File: src/include/debug_err_defines.svh
/*
 Constants of the debug command error and status flag logic.
 Assumes inclusion by bare name from files that need the figures.
*/
`ifndef DEBUG_ERR_DEFINES_SVH
`define DEBUG_ERR_DEFINES_SVH

`define STATUS_OVERRUN_BIT     4
`define STATUS_NO_RESPONSE_BIT 3
`define STATUS_READ_INV_BIT    2
`define STATUS_ILLEGAL_BIT     1
`define STATUS_RESET           8'h00
`define FAILED_DATA_BYTE       8'hee
`define FREE_CYCLE_TIMEOUT     10'h200
`define ACK_DELAY_CYCLES       5'h10
`define ACK_PULSE_CYCLES       5'h10

`endif

File: src/include/debug_err_pkg.sv
/*
 Types of the debug command error and status flag logic.
 Assumes no other package.
*/
package debug_err_pkg;

	typedef struct packed {
		logic start;
		logic is_write;
		logic is_mem;
		logic is_pc_sample;
		logic is_cpu_reg;
		logic is_halt_req;
		logic is_sync;
	} cmd_s;

	typedef struct packed {
		logic       addr_implemented;
		logic       targets_flash;
		logic       crn_valid;
	} target_s;

	typedef struct packed {
		logic       bus_free;
		logic       done;
		logic       ecc_error;
		logic       abort_allowed;
		logic [7:0] read_data;
	} access_rsp_s;

	typedef enum logic [1:0] {
		ST_IDLE,
		ST_ACCESS,
		ST_ABORT_WAIT
	} cmd_state_e;

endpackage

File: src/design/free_cycle_watchdog.sv
/*
 Counts core clocks spent waiting for a free bus cycle and flags the timeout.
 Assumes run stays high for the whole wait and drops when the access ends.
*/
`timescale 1ns/1ps
`default_nettype none
`include "debug_err_defines.svh"

module free_cycle_watchdog (
	input  wire logic clk,
	input  wire logic arst_n,
	input  wire logic run,
	input  wire logic bus_free,
	output logic      expired
);

	logic [9:0] count_reg;

	always_ff @(posedge clk or negedge arst_n) begin
		if (!arst_n) begin
			count_reg <= 10'h000;
		end else if (!run || bus_free) begin
			count_reg <= 10'h000;
		end else if (count_reg != `FREE_CYCLE_TIMEOUT) begin
			count_reg <= count_reg + 10'h001;
		end
	end

	// one pulse on reaching the limit
	always_ff @(posedge clk or negedge arst_n) begin
		if (!arst_n) begin
			expired <= 1'b0;
		end else begin
			expired <= run && !bus_free && (count_reg == `FREE_CYCLE_TIMEOUT - 10'h001);
		end
	end

endmodule
`default_nettype wire

File: src/design/debug_command_error_flags.sv
/*
 Error and status flag logic of the single-wire background debug controller.
 Assumes a serial engine that decodes host commands into one-cycle pulses
 and a bus port that performs the internal accesses; all inputs are
 synchronous to clk.
*/
`timescale 1ns/1ps
`default_nettype none
`include "debug_err_defines.svh"

module debug_command_error_flags (
	input  wire logic                       clk,
	input  wire logic                       arst_n,
	input  wire logic                       debug_pin_in,
	output logic                            debug_pin_out,
	output logic                            debug_pin_oe,
	input  wire debug_err_pkg::cmd_s        cmd,
	input  wire debug_err_pkg::target_s     target,
	input  wire logic                       data_fetch_start,
	input  wire logic                       status_wr,
	input  wire logic [7:0]                 status_wr_data,
	input  wire logic                       handshake_enable,
	input  wire logic                       cycle_take_enable,
	input  wire logic                       stop_clock_keep,
	input  wire logic                       stop_mode,
	input  wire logic                       wait_mode,
	input  wire logic                       wait_return_pending,
	input  wire logic                       external_wait,
	input  wire debug_err_pkg::access_rsp_s rsp,
	output logic                            access_req,
	output logic                            access_abort,
	output logic                            halt_req,
	output logic                            cmd_busy,
	output logic [7:0]                      data_out,
	output logic [7:0]                      debug_status_low
);

	debug_err_pkg::cmd_state_e state_reg;
	debug_err_pkg::cmd_state_e state_next;
	logic       overrun_flag;
	logic       no_response_flag;
	logic       read_invalid_flag;
	logic       illegal_access_flag;
	logic       cur_illegal_reg;
	logic       cur_is_write_reg;
	logic       halt_pending_reg;
	logic       ack_pending_reg;
	logic       ack_drive_reg;
	logic [4:0] ack_cnt_reg;
	logic       timeout;
	logic       illegal_now;
	logic       stop_fail;
	logic       wait_fail;
	logic       fetch_fail;
	logic       write_fail;
	logic       host_collision;
	logic       set_overrun;
	logic       set_no_response;
	logic       start_ok;
	logic       abort_now;
	logic       wants_access;

	// decoded once, used for the flag and the byte substitution
	function automatic logic is_illegal(debug_err_pkg::cmd_s c, debug_err_pkg::target_s t);
		is_illegal = (c.is_mem && !t.addr_implemented) ||
			(c.is_mem && c.is_write && t.targets_flash) ||
			(c.is_cpu_reg && !t.crn_valid);
	endfunction

	function automatic logic clear_bit(logic [7:0] d, int pos, logic wr);
		clear_bit = wr && d[pos];
	endfunction

	free_cycle_watchdog u_watchdog (
		.clk      (clk),
		.arst_n   (arst_n),
		// timer only counts in handshake mode without cycle taking
		.run      ((state_reg == debug_err_pkg::ST_ACCESS) && handshake_enable &&
			!cycle_take_enable),
		.bus_free (rsp.bus_free),
		.expired  (timeout)
	);

	always_comb begin
		wants_access = cmd.is_mem || cmd.is_pc_sample || cmd.is_cpu_reg;
		illegal_now = is_illegal(cmd, target);
		stop_fail = stop_mode && !stop_clock_keep && (cmd.is_mem || cmd.is_pc_sample);
		wait_fail = wait_return_pending || (wait_mode && (cmd.is_halt_req || cmd.is_cpu_reg));
		// access still running when host fetches
		fetch_fail = (!handshake_enable || cycle_take_enable) && data_fetch_start &&
			(state_reg == debug_err_pkg::ST_ACCESS);
		// write still running when next command starts
		write_fail = (!handshake_enable || cycle_take_enable) && cmd.start && cur_is_write_reg &&
			(state_reg == debug_err_pkg::ST_ACCESS);
		// host drives low over a pending handshake pulse
		host_collision = handshake_enable && ack_pending_reg && !ack_drive_reg && !debug_pin_in;
		set_overrun = host_collision || (cmd.start && !cmd.is_sync &&
			(state_reg != debug_err_pkg::ST_IDLE));
		set_no_response = timeout || fetch_fail || write_fail ||
			(cmd.start && (stop_fail || wait_fail));
		start_ok = cmd.start && (state_reg == debug_err_pkg::ST_IDLE) && wants_access &&
			!overrun_flag && !illegal_now && !stop_fail && !wait_fail;
		abort_now = (state_reg == debug_err_pkg::ST_ACCESS) && (timeout || fetch_fail || write_fail);
	end

	always_comb begin
		state_next = state_reg;
		case (state_reg)
			debug_err_pkg::ST_IDLE: begin
				if (start_ok) begin
					state_next = debug_err_pkg::ST_ACCESS;
				end
			end
			debug_err_pkg::ST_ACCESS: begin
				if (rsp.done) begin
					state_next = debug_err_pkg::ST_IDLE;
				end else if (abort_now) begin
					state_next = debug_err_pkg::ST_ABORT_WAIT;
				end
			end
			debug_err_pkg::ST_ABORT_WAIT: begin
				// held by external wait until released
				if (rsp.done || (rsp.abort_allowed && !external_wait)) begin
					state_next = debug_err_pkg::ST_IDLE;
				end
			end
			default: begin
				state_next = debug_err_pkg::ST_IDLE;
			end
		endcase
	end

	always_ff @(posedge clk or negedge arst_n) begin
		if (!arst_n) begin
			state_reg <= debug_err_pkg::ST_IDLE;
		end else begin
			state_reg <= state_next;
		end
	end

	// flags: a set in the same cycle as a clear wins
	always_ff @(posedge clk or negedge arst_n) begin
		if (!arst_n) begin
			overrun_flag        <= 1'b0;
			no_response_flag    <= 1'b0;
			read_invalid_flag   <= 1'b0;
			illegal_access_flag <= 1'b0;
		end else begin
			overrun_flag <= set_overrun || (overrun_flag && !(cmd.start && cmd.is_sync));
			no_response_flag <= set_no_response || (no_response_flag &&
				!clear_bit(status_wr_data, `STATUS_NO_RESPONSE_BIT, status_wr));
			// ecc error on a debug read
			read_invalid_flag <= (rsp.done && rsp.ecc_error && !cur_is_write_reg &&
				(state_reg != debug_err_pkg::ST_IDLE)) || (read_invalid_flag &&
				!clear_bit(status_wr_data, `STATUS_READ_INV_BIT, status_wr));
			illegal_access_flag <= (cmd.start && (state_reg == debug_err_pkg::ST_IDLE) &&
				!overrun_flag && illegal_now) || (illegal_access_flag &&
				!clear_bit(status_wr_data, `STATUS_ILLEGAL_BIT, status_wr));
		end
	end

	always_ff @(posedge clk or negedge arst_n) begin
		if (!arst_n) begin
			cur_illegal_reg  <= 1'b0;
			cur_is_write_reg <= 1'b0;
		end else if (cmd.start && (state_reg == debug_err_pkg::ST_IDLE)) begin
			cur_illegal_reg  <= illegal_now;
			cur_is_write_reg <= cmd.is_write;
		end
	end

	// halt kept through wait mode, issued once it ends
	always_ff @(posedge clk or negedge arst_n) begin
		if (!arst_n) begin
			halt_pending_reg <= 1'b0;
			halt_req         <= 1'b0;
		end else begin
			halt_pending_reg <= (halt_pending_reg || (cmd.start && cmd.is_halt_req &&
				!overrun_flag)) && wait_mode;
			halt_req <= !wait_mode && (halt_pending_reg || (cmd.start && cmd.is_halt_req &&
				!overrun_flag && !wait_return_pending));
		end
	end

	always_ff @(posedge clk or negedge arst_n) begin
		if (!arst_n) begin
			access_req   <= 1'b0;
			access_abort <= 1'b0;
			cmd_busy     <= 1'b0;
		end else begin
			access_req   <= (state_next == debug_err_pkg::ST_ACCESS);
			// abort only where permitted and no external wait
			access_abort <= (state_next == debug_err_pkg::ST_ABORT_WAIT) ? 1'b0 :
				((state_reg != debug_err_pkg::ST_IDLE) && !rsp.done &&
				(abort_now || state_reg == debug_err_pkg::ST_ABORT_WAIT));
			cmd_busy     <= (state_next != debug_err_pkg::ST_IDLE);
		end
	end

	// returned byte for the current access
	always_ff @(posedge clk or negedge arst_n) begin
		if (!arst_n) begin
			data_out <= 8'h00;
		end else if (cmd.start && (state_reg == debug_err_pkg::ST_IDLE) && illegal_now) begin
			// illegal access reads back fixed byte
			data_out <= `FAILED_DATA_BYTE;
		end else if (set_no_response || no_response_flag || cur_illegal_reg) begin
			// failed access reads back fixed byte
			data_out <= `FAILED_DATA_BYTE;
		end else if (rsp.done && (state_reg != debug_err_pkg::ST_IDLE)) begin
			// real data even on ecc error
			data_out <= rsp.read_data;
		end
	end

	always_ff @(posedge clk or negedge arst_n) begin
		if (!arst_n) begin
			debug_status_low <= `STATUS_RESET;
		end else begin
			debug_status_low <= `STATUS_RESET;
			debug_status_low[`STATUS_OVERRUN_BIT]     <= overrun_flag;
			debug_status_low[`STATUS_NO_RESPONSE_BIT] <= no_response_flag;
			debug_status_low[`STATUS_READ_INV_BIT]    <= read_invalid_flag;
			debug_status_low[`STATUS_ILLEGAL_BIT]     <= illegal_access_flag;
		end
	end

	// handshake pulse: delay, then drive the pin low
	always_ff @(posedge clk or negedge arst_n) begin
		if (!arst_n) begin
			ack_pending_reg <= 1'b0;
			ack_drive_reg   <= 1'b0;
			ack_cnt_reg     <= 5'h00;
		end else if (host_collision) begin
			// pulse dropped: the host already owns the line
			ack_pending_reg <= 1'b0;
			ack_cnt_reg     <= 5'h00;
		end else if (ack_drive_reg) begin
			ack_cnt_reg <= ack_cnt_reg + 5'h01;
			if (ack_cnt_reg == `ACK_PULSE_CYCLES - 5'h01) begin
				ack_drive_reg   <= 1'b0;
				ack_pending_reg <= 1'b0;
				ack_cnt_reg     <= 5'h00;
			end
		end else if (ack_pending_reg) begin
			ack_cnt_reg <= ack_cnt_reg + 5'h01;
			if (ack_cnt_reg == `ACK_DELAY_CYCLES - 5'h01) begin
				ack_drive_reg <= 1'b1;
				ack_cnt_reg   <= 5'h00;
			end
		end else if (handshake_enable && (state_reg != debug_err_pkg::ST_IDLE) &&
			(state_next == debug_err_pkg::ST_IDLE)) begin
			ack_pending_reg <= 1'b1;
		end
	end

	// open-drain style: only ever pulls low
	always_ff @(posedge clk or negedge arst_n) begin
		if (!arst_n) begin
			debug_pin_out <= 1'b0;
			debug_pin_oe  <= 1'b0;
		end else begin
			debug_pin_out <= 1'b0;
			debug_pin_oe  <= ack_drive_reg && !host_collision;
		end
	end

endmodule
`default_nettype wire

File: config.mk
export PLATFORM = sky130hd
export DESIGN_NAME = debug_command_error_flags
export DESIGN_NICKNAME = d
export VERILOG_FILES = /design/src/include/debug_err_pkg.sv /design/src/design/free_cycle_watchdog.sv /design/src/design/debug_command_error_flags.sv
export VERILOG_INCLUDE_DIRS = /design/src /design/src/include
export SDC_FILE = /design/constraint.sdc
export NUM_CORES = 1
export LEC_CHECK = 0
export ABC_CLOCK_PERIOD_IN_PS = 2000
export BUFFER_PORTS_ARGS = -buffer_cell sky130_fd_sc_hd__buf_2
export CAP_MARGIN = 25
export CORE_ASPECT_RATIO = 1.25
export CORE_UTILIZATION = 30
export DETAILED_ROUTE_END_ITERATION = 6
export PLACE_DENSITY_LB_ADDON = 0.1
export REMOVE_ABC_BUFFERS = 1
export SYNTH_ARGS = -nofsm -noshare
export SYNTH_HDL_FRONTEND = slang
export SYNTH_SLANG_ARGS = --single-unit
File: constraint.sdc
create_clock -name clk -period 2 [get_ports clk]
set_input_delay 0 -clock clk [delete_from_list [all_inputs] [get_ports clk]]
set_output_delay 0 -clock clk [all_outputs]
set_load 0.02 [all_outputs]
==> results of run 1 <==
-- stage by stage --
step | total power [mW] | area (um^2) | cells
finish | 2.03 | 2700 | 360
global route | 2.16 | 2700 | 360
CTS | 2.07 | 2690 | 359
detailed placement | 1.32 | 2440 | 337
global placement | 1.33 | 2440 | 337
floorplan | 1.20 | 2040 | 194
-- metal layers --
metal | wire length, um | vias to the layer above | track usage [%]
met1 | 2160 | 792 | 17.3
met3 | 186 | 4 | 3.54
met2 | 2170 | 42 | 23.1
met4 | 53 | 0 | 5.29
li1 | - | 837 | -
met5 | 0 | - | 0
-- final timing paths --
| path | start | to | slack, ns |
|---|---|---|---|
| worst max register to register | state_reg[0]$_DFF_PN0_ | read_invalid_flag$_DFF_PN0_ | 0.20 |
| worst min register to register | illegal_access_flag$_DFF_PN0_ | debug_status_low[1]$_DFF_PN0_ | 0.38 |
| max in group asynchronous | arst_n | access_abort$_DFF_PN0_ | 1.31 |
| min in group asynchronous | arst_n | halt_req$_DFF_PN0_ | 0.31 |
| worst max-delay path | state_reg[0]$_DFF_PN0_ | read_invalid_flag$_DFF_PN0_ | 0.20 |
| worst min-delay path | status_wr_data[1] | illegal_access_flag$_DFF_PN0_ | 0.01 |
-- area by class of cell --
cell class              count  area, um^2  area share, %
repair buffers             71         438           16.2
inverters                   8        30.0           1.11
well taps                  87         109           4.03
clock buffers               5        68.8           2.55
flip-flops and latches     44        1100           40.8
multi-input cells         142         908           33.6
clock inverters             3        46.3           1.71
-- synth_stat cells, drive strengths merged (5+ instances only) --
| master | count |
|---|---|
| dfrtp | 44 |
| nand2 | 24 |
| nor2 | 13 |
| mux2i | 9 |
| o21ai | 9 |
| inv | 8 |
| a21oi | 7 |
| nand3 | 7 |
| nand2b | 6 |
| buf | 5 |
| nand4 | 5 |
| nor4 | 5 |
| xnor2 | 5 |
-- kinds of logic (layout without fill, tap and decap cells) --
logic type	count (synthesis)	in the layout	synth area share, %
XOR/XNOR	7	7	2.95
flip-flops	44	44	53.0
AND/OR/NAND/NOR	83	83	21.4
multiplexers	10	10	4.88
adder cells (fa/ha/maj)	3	3	1.81
AO/OA/AOI/OAI	34	34	11.8
buffers and inverters	17	87	3.98
other	1	5	0.181
-- worst max-delay path: cells and delay by family (launching register included) --
family | cells | cell delay, ns
flops | 1 | 0.46
compound gates | 1 | 0.09
buf+inv | 2 | 0.75
simple gates | 2 | 0.39
-- what timing repair did --
action | in CTS | in global routing
hold endpoints to repair | 59 | 1
hold buffers | 14 | 1
setup endpoints to repair | 0 | 0
-- power breakdown --
| part | total (mW) | leakage, nW | internal (mW) | switching, mW |
|---|---|---|---|---|
| Sequential | 1.02 | 0.555 | 0.961 | 0.0563 |
| Combinational | 0.309 | 0.654 | 0.139 | 0.170 |
| Clock | 0.707 | 0.0548 | 0.377 | 0.330 |
==> results.sh, run 1 <==
export IMPL_totalWireLength_um=4570
export IMPL_slew_headroom_pct=62.0
export IMPL_ys_seq_area_share_pct=53.0
export IMPL_fmax_mhz=557
export IMPL_max_cap_viol_count=0
export IMPL_synth_top_cell_by_area="dfrtp_1"
export IMPL_drt_iter0_drc=49
export IMPL_hp_class="in -> reg"
export IMPL_numClockSinks=44
export IMPL_finalHoldViolations=0
export IMPL_via_count=1675
export IMPL_die_width_um=76.4
export IMPL_area_growth_syn_to_layout_pct=30.1
export IMPL_cts_tree="done"
export IMPL_synth_area_mm2=0.00208
export IMPL_antenna_found_initial=0
export IMPL_diodes=0
export IMPL_clock_path_buffers=2
export IMPL_die_h_um=95.0
export IMPL_worstSetupEndpointType="flop"
export IMPL_synth_seq_cells=44
export IMPL_postSynthCellCount=199
export IMPL_ys_types=44
export IMPL_dr_pass1_iters=4
export IMPL_final_setup_tns_ns=0
export IMPL_power_density_mw_per_mm2=753
export IMPL_viasPerCell=4.65
export IMPL_fill_cells=676
export IMPL_rows=33
export IMPL_track_usage_pct=13.8
export IMPL_worst_pin_slew_ns=0.570
export IMPL_crit_fanout=9
export IMPL_synthFlopType="dfrtp_1"
export IMPL_htree_num_levels=2
export IMPL_port_buffer_count=53
export IMPL_clock_root_buffer="clkbuf_8"
export IMPL_finalNetCount=317
export IMPL_mostFrequentLayoutCells="buf_2 (53), dfrtp_1 (44), nand2_1 (24)"
export IMPL_route_detailed_drc=0
export IMPL_detail_route_wl_per_cell_um=12.7
export IMPL_ant_nets=0
export IMPL_period_needed_ns=1.80
export IMPL_hpwl_um=3200
export IMPL_core_area_mm2=0.00661
export IMPL_dp_slack_ns=0.384
export IMPL_status="finished, final reports clean"
export IMPL_clk_latency_ns=0.30
export IMPL_gp_congestion=0.749
export IMPL_drive_gt1_share_pct=24.2
export IMPL_grt_pass1_wl_um=7830
export IMPL_crit_type="reg -> reg"
export IMPL_async_flop_share_pct=100
export IMPL_largest_register_ffs=10
export IMPL_slowest_stage="dlygate4sd3_1"
export IMPL_layout_commonest_cell="buf_2"
export IMPL_clk_pin_slew_worst_paths_ns=0.09
export IMPL_synth_edf_count=0
export IMPL_path_cells="or2_1, nand2_1, buf_4, o21ai_1, dlygate4sd3_1"
export IMPL_finalWorstSetupSlack_ns=0.205
export IMPL_grt_pass1_vias=1647
export IMPL_start_util_pct=31.4
export IMPL_start_kind="flop"
export IMPL_setup_viol=0
export IMPL_worstHoldPathCells=4
export IMPL_drv_slew=0
export IMPL_arrival_ns=1.99
export IMPL_reg2regPathDepth=5
export IMPL_ys_top_cells_by_area="dfrtp_1 (53%), mux2i_1 (4.3%), nand2_1 (4.3%)"
export IMPL_syn_area_per_cell_um2=10.4
export IMPL_utilization_pct=40.9
export IMPL_globalRoute_totalOverflow=0
export IMPL_yosysWarningCount=0
export IMPL_irDropWorstVdd_mv=0.423
export IMPL_cts_resized=0
export IMPL_required_ns=2.19
export IMPL_hold_worst_slack_ns=0.0105
export IMPL_die_area_mm2=0.00726
export IMPL_power_leakage_nw=1.26
export IMPL_post_cts_repair_setup_buffers=0
export IMPL_clock_skew_ns=0.00547
export IMPL_rsz0062_at_grt="false"
export IMPL_numCtsBuffers=5
export IMPL_max_stage_delay_ns=0.55
export IMPL_grt_max_degree=45
export IMPL_yosysTopAreaCellShare_pct=53.0
export IMPL_period_share_pct=89.8
export IMPL_ios=64
No activity file was read; power rests on OpenSTA's default activity.
==> run 2, diff against run 1 <==
--- a/config.mk
+++ b/config.mk
@@ -7,11 +7,11 @@
 export NUM_CORES = 1
 export LEC_CHECK = 0
 export ABC_CLOCK_PERIOD_IN_PS = 2000
-export BUFFER_PORTS_ARGS = -buffer_cell sky130_fd_sc_hd__buf_2
 export CAP_MARGIN = 25
 export CORE_ASPECT_RATIO = 1.25
 export CORE_UTILIZATION = 30
 export DETAILED_ROUTE_END_ITERATION = 6
+export DONT_BUFFER_PORTS = 1
 export PLACE_DENSITY_LB_ADDON = 0.1
 export REMOVE_ABC_BUFFERS = 1
 export SYNTH_ARGS = -nofsm -noshare
==> results.sh, run 2 (synthesis results as in run 1) <==
export IMPL_status="finished, final reports clean"
export IMPL_start_util_pct=31.4
export IMPL_period_share_pct=93.1
export IMPL_numClockSinks=44
export IMPL_core_area_mm2=0.00661
export IMPL_grt_max_degree=45
export IMPL_fill_cells=676
export IMPL_clock_path_buffers=2
export IMPL_die_area_mm2=0.00726
export IMPL_rsz0062_at_grt="false"
export IMPL_track_usage_pct=13.1
export IMPL_die_width_um=76.4
export IMPL_htree_num_levels=2
export IMPL_ant_nets=0
export IMPL_port_buffer_count=0
export IMPL_grt_pass1_wl_um=7410
export IMPL_numCtsBuffers=5
export IMPL_crit_fanout=5
export IMPL_via_count=1539
export IMPL_ios=64
export IMPL_max_stage_delay_ns=0.56
export IMPL_period_needed_ns=1.86
export IMPL_detail_route_wl_per_cell_um=14.5
export IMPL_finalNetCount=271
export IMPL_setup_viol=0
export IMPL_final_setup_tns_ns=0
export IMPL_fmax_mhz=537
export IMPL_final_seq_area_mm2=0.00110
export IMPL_hpwl_um=3220
export IMPL_grt_pass1_vias=1541
export IMPL_clk_latency_ns=0.30
export IMPL_path_cells="a21o_1, a41o_1, a221o_1, dlygate4sd3_1"
export IMPL_power_leakage_nw=1.08
export IMPL_multi_input_area_um2=908
export IMPL_globalRoute_totalOverflow=0
export IMPL_cts_tree="done"
export IMPL_clk_pin_slew_worst_paths_ns=0.09
export IMPL_hp_class="in -> reg"
export IMPL_crit_type="reg -> reg"
export IMPL_slew_headroom_pct=65.5
export IMPL_slowest_stage="dlygate4sd3_1"
export IMPL_drv_slew=0
export IMPL_largest_register_ffs=10
export IMPL_drive_gt1_share_pct=4.85
export IMPL_arrival_ns=2.05
export IMPL_area_growth_syn_to_layout_pct=21.8
export IMPL_rows=33
export IMPL_layout_commonest_cell="dfrtp_1"
export IMPL_worstSetupEndpointType="flop"
export IMPL_clock_root_buffer="clkbuf_8"
export IMPL_max_cap_viol_count=0
export IMPL_antenna_found_initial=2
export IMPL_totalWireLength_um=4550
export IMPL_required_ns=2.19
export IMPL_dr_pass1_iters=4
export IMPL_finalHoldViolations=0
export IMPL_power_density_mw_per_mm2=789
export IMPL_gp_congestion=0.771
export IMPL_drt_iter0_drc=44
export IMPL_route_detailed_drc=0
export IMPL_die_h_um=95.0
export IMPL_hold_worst_slack_ns=0.0216
export IMPL_start_kind="flop"
export IMPL_viasPerCell=4.89
export IMPL_clock_skew_ns=0.00776
export IMPL_irDropWorstVdd_mv=0.288
export IMPL_mostFrequentLayoutCells="dfrtp_1 (44), nand2_1 (24), dlygate4sd3_1 (24)"
export IMPL_worst_pin_slew_ns=0.518
run 2: worst paths after layout:
path / startpoint / endpoint / cells past startpoint / slack, ns
worst max-delay path: cur_is_write_reg$_DFFE_PN0N_ / no_response_flag$_DFF_PN0_ / 4 / 0.14
worst min-delay path: cmd[1] / halt_pending_reg$_DFF_PN0_ / 2 / 0.02
worst max register to register: cur_is_write_reg$_DFFE_PN0N_ / no_response_flag$_DFF_PN0_ / 4 / 0.14
worst min register to register: read_invalid_flag$_DFF_PN0_ / debug_status_low[2]$_DFF_PN0_ / 0 / 0.38
max in group asynchronous: arst_n / ack_cnt_reg[0]$_DFFE_PN0P_ / 2 / 1.59
min in group asynchronous: arst_n / illegal_access_flag$_DFF_PN0_ / 2 / 0.18
run 2: critical path, delay by kind of cell (launching register included):
kind | cells | cell delay, ns
buf+inv | 1 | 0.56
flops | 1 | 0.40
compound gates | 3 | 0.80
run 2: metrics by stage:
| stage | total power [mW] | std cells | worst slack, ns | cell area [um^2] | utilization, % |
|---|---|---|---|---|---|
| after floorplan | 1.20 | 194 | 0.564 | 2040 | - |
| after global placement | 1.24 | 281 | 0.395 | 2150 | 32.5 |
| after detailed placement | 1.25 | 281 | 0.358 | 2150 | 32.5 |
| after CTS | 2.02 | 314 | 0.147 | 2530 | 38.3 |
| after global routing | 2.09 | 315 | 0.0662 | 2530 | 38.3 |
| final | 1.99 | 315 | 0.138 | 2530 | 38.3 |
run 2: layout make-up:
cell class | count | share of cell area, %
repair buffers | 25 | 10.6
clock inverters | 3 | 1.68
inverters | 8 | 1.19
well taps | 87 | 4.30
multi-input cells | 142 | 35.9
flip-flops and latches | 44 | 43.5
diodes | 1 | 0.0989
clock buffers | 5 | 2.72
run 2: per-layer routing:
metal	part of all wire (%)	GRT usage [%]	vias to the layer above
met5	0.22	0	-
met4	2.0	4.97	2
met3	6.4	4.40	9
met2	47	22.3	40
met1	44	15.4	742
li1	-	-	746
run 2: timing repair:
action,in CTS,in global routing
hold buffers,25,0
hold endpoints to repair,65,0
buffers inserted,0,0
gates resized for setup,0,0
run 2: power breakdown:
group	leakage [nW]	switching [mW]	total, mW	internal [mW]
clock	0.0541	0.326	0.696	0.370
sequential	0.555	0.0845	1.05	0.962
combinational	0.475	0.133	0.253	0.120
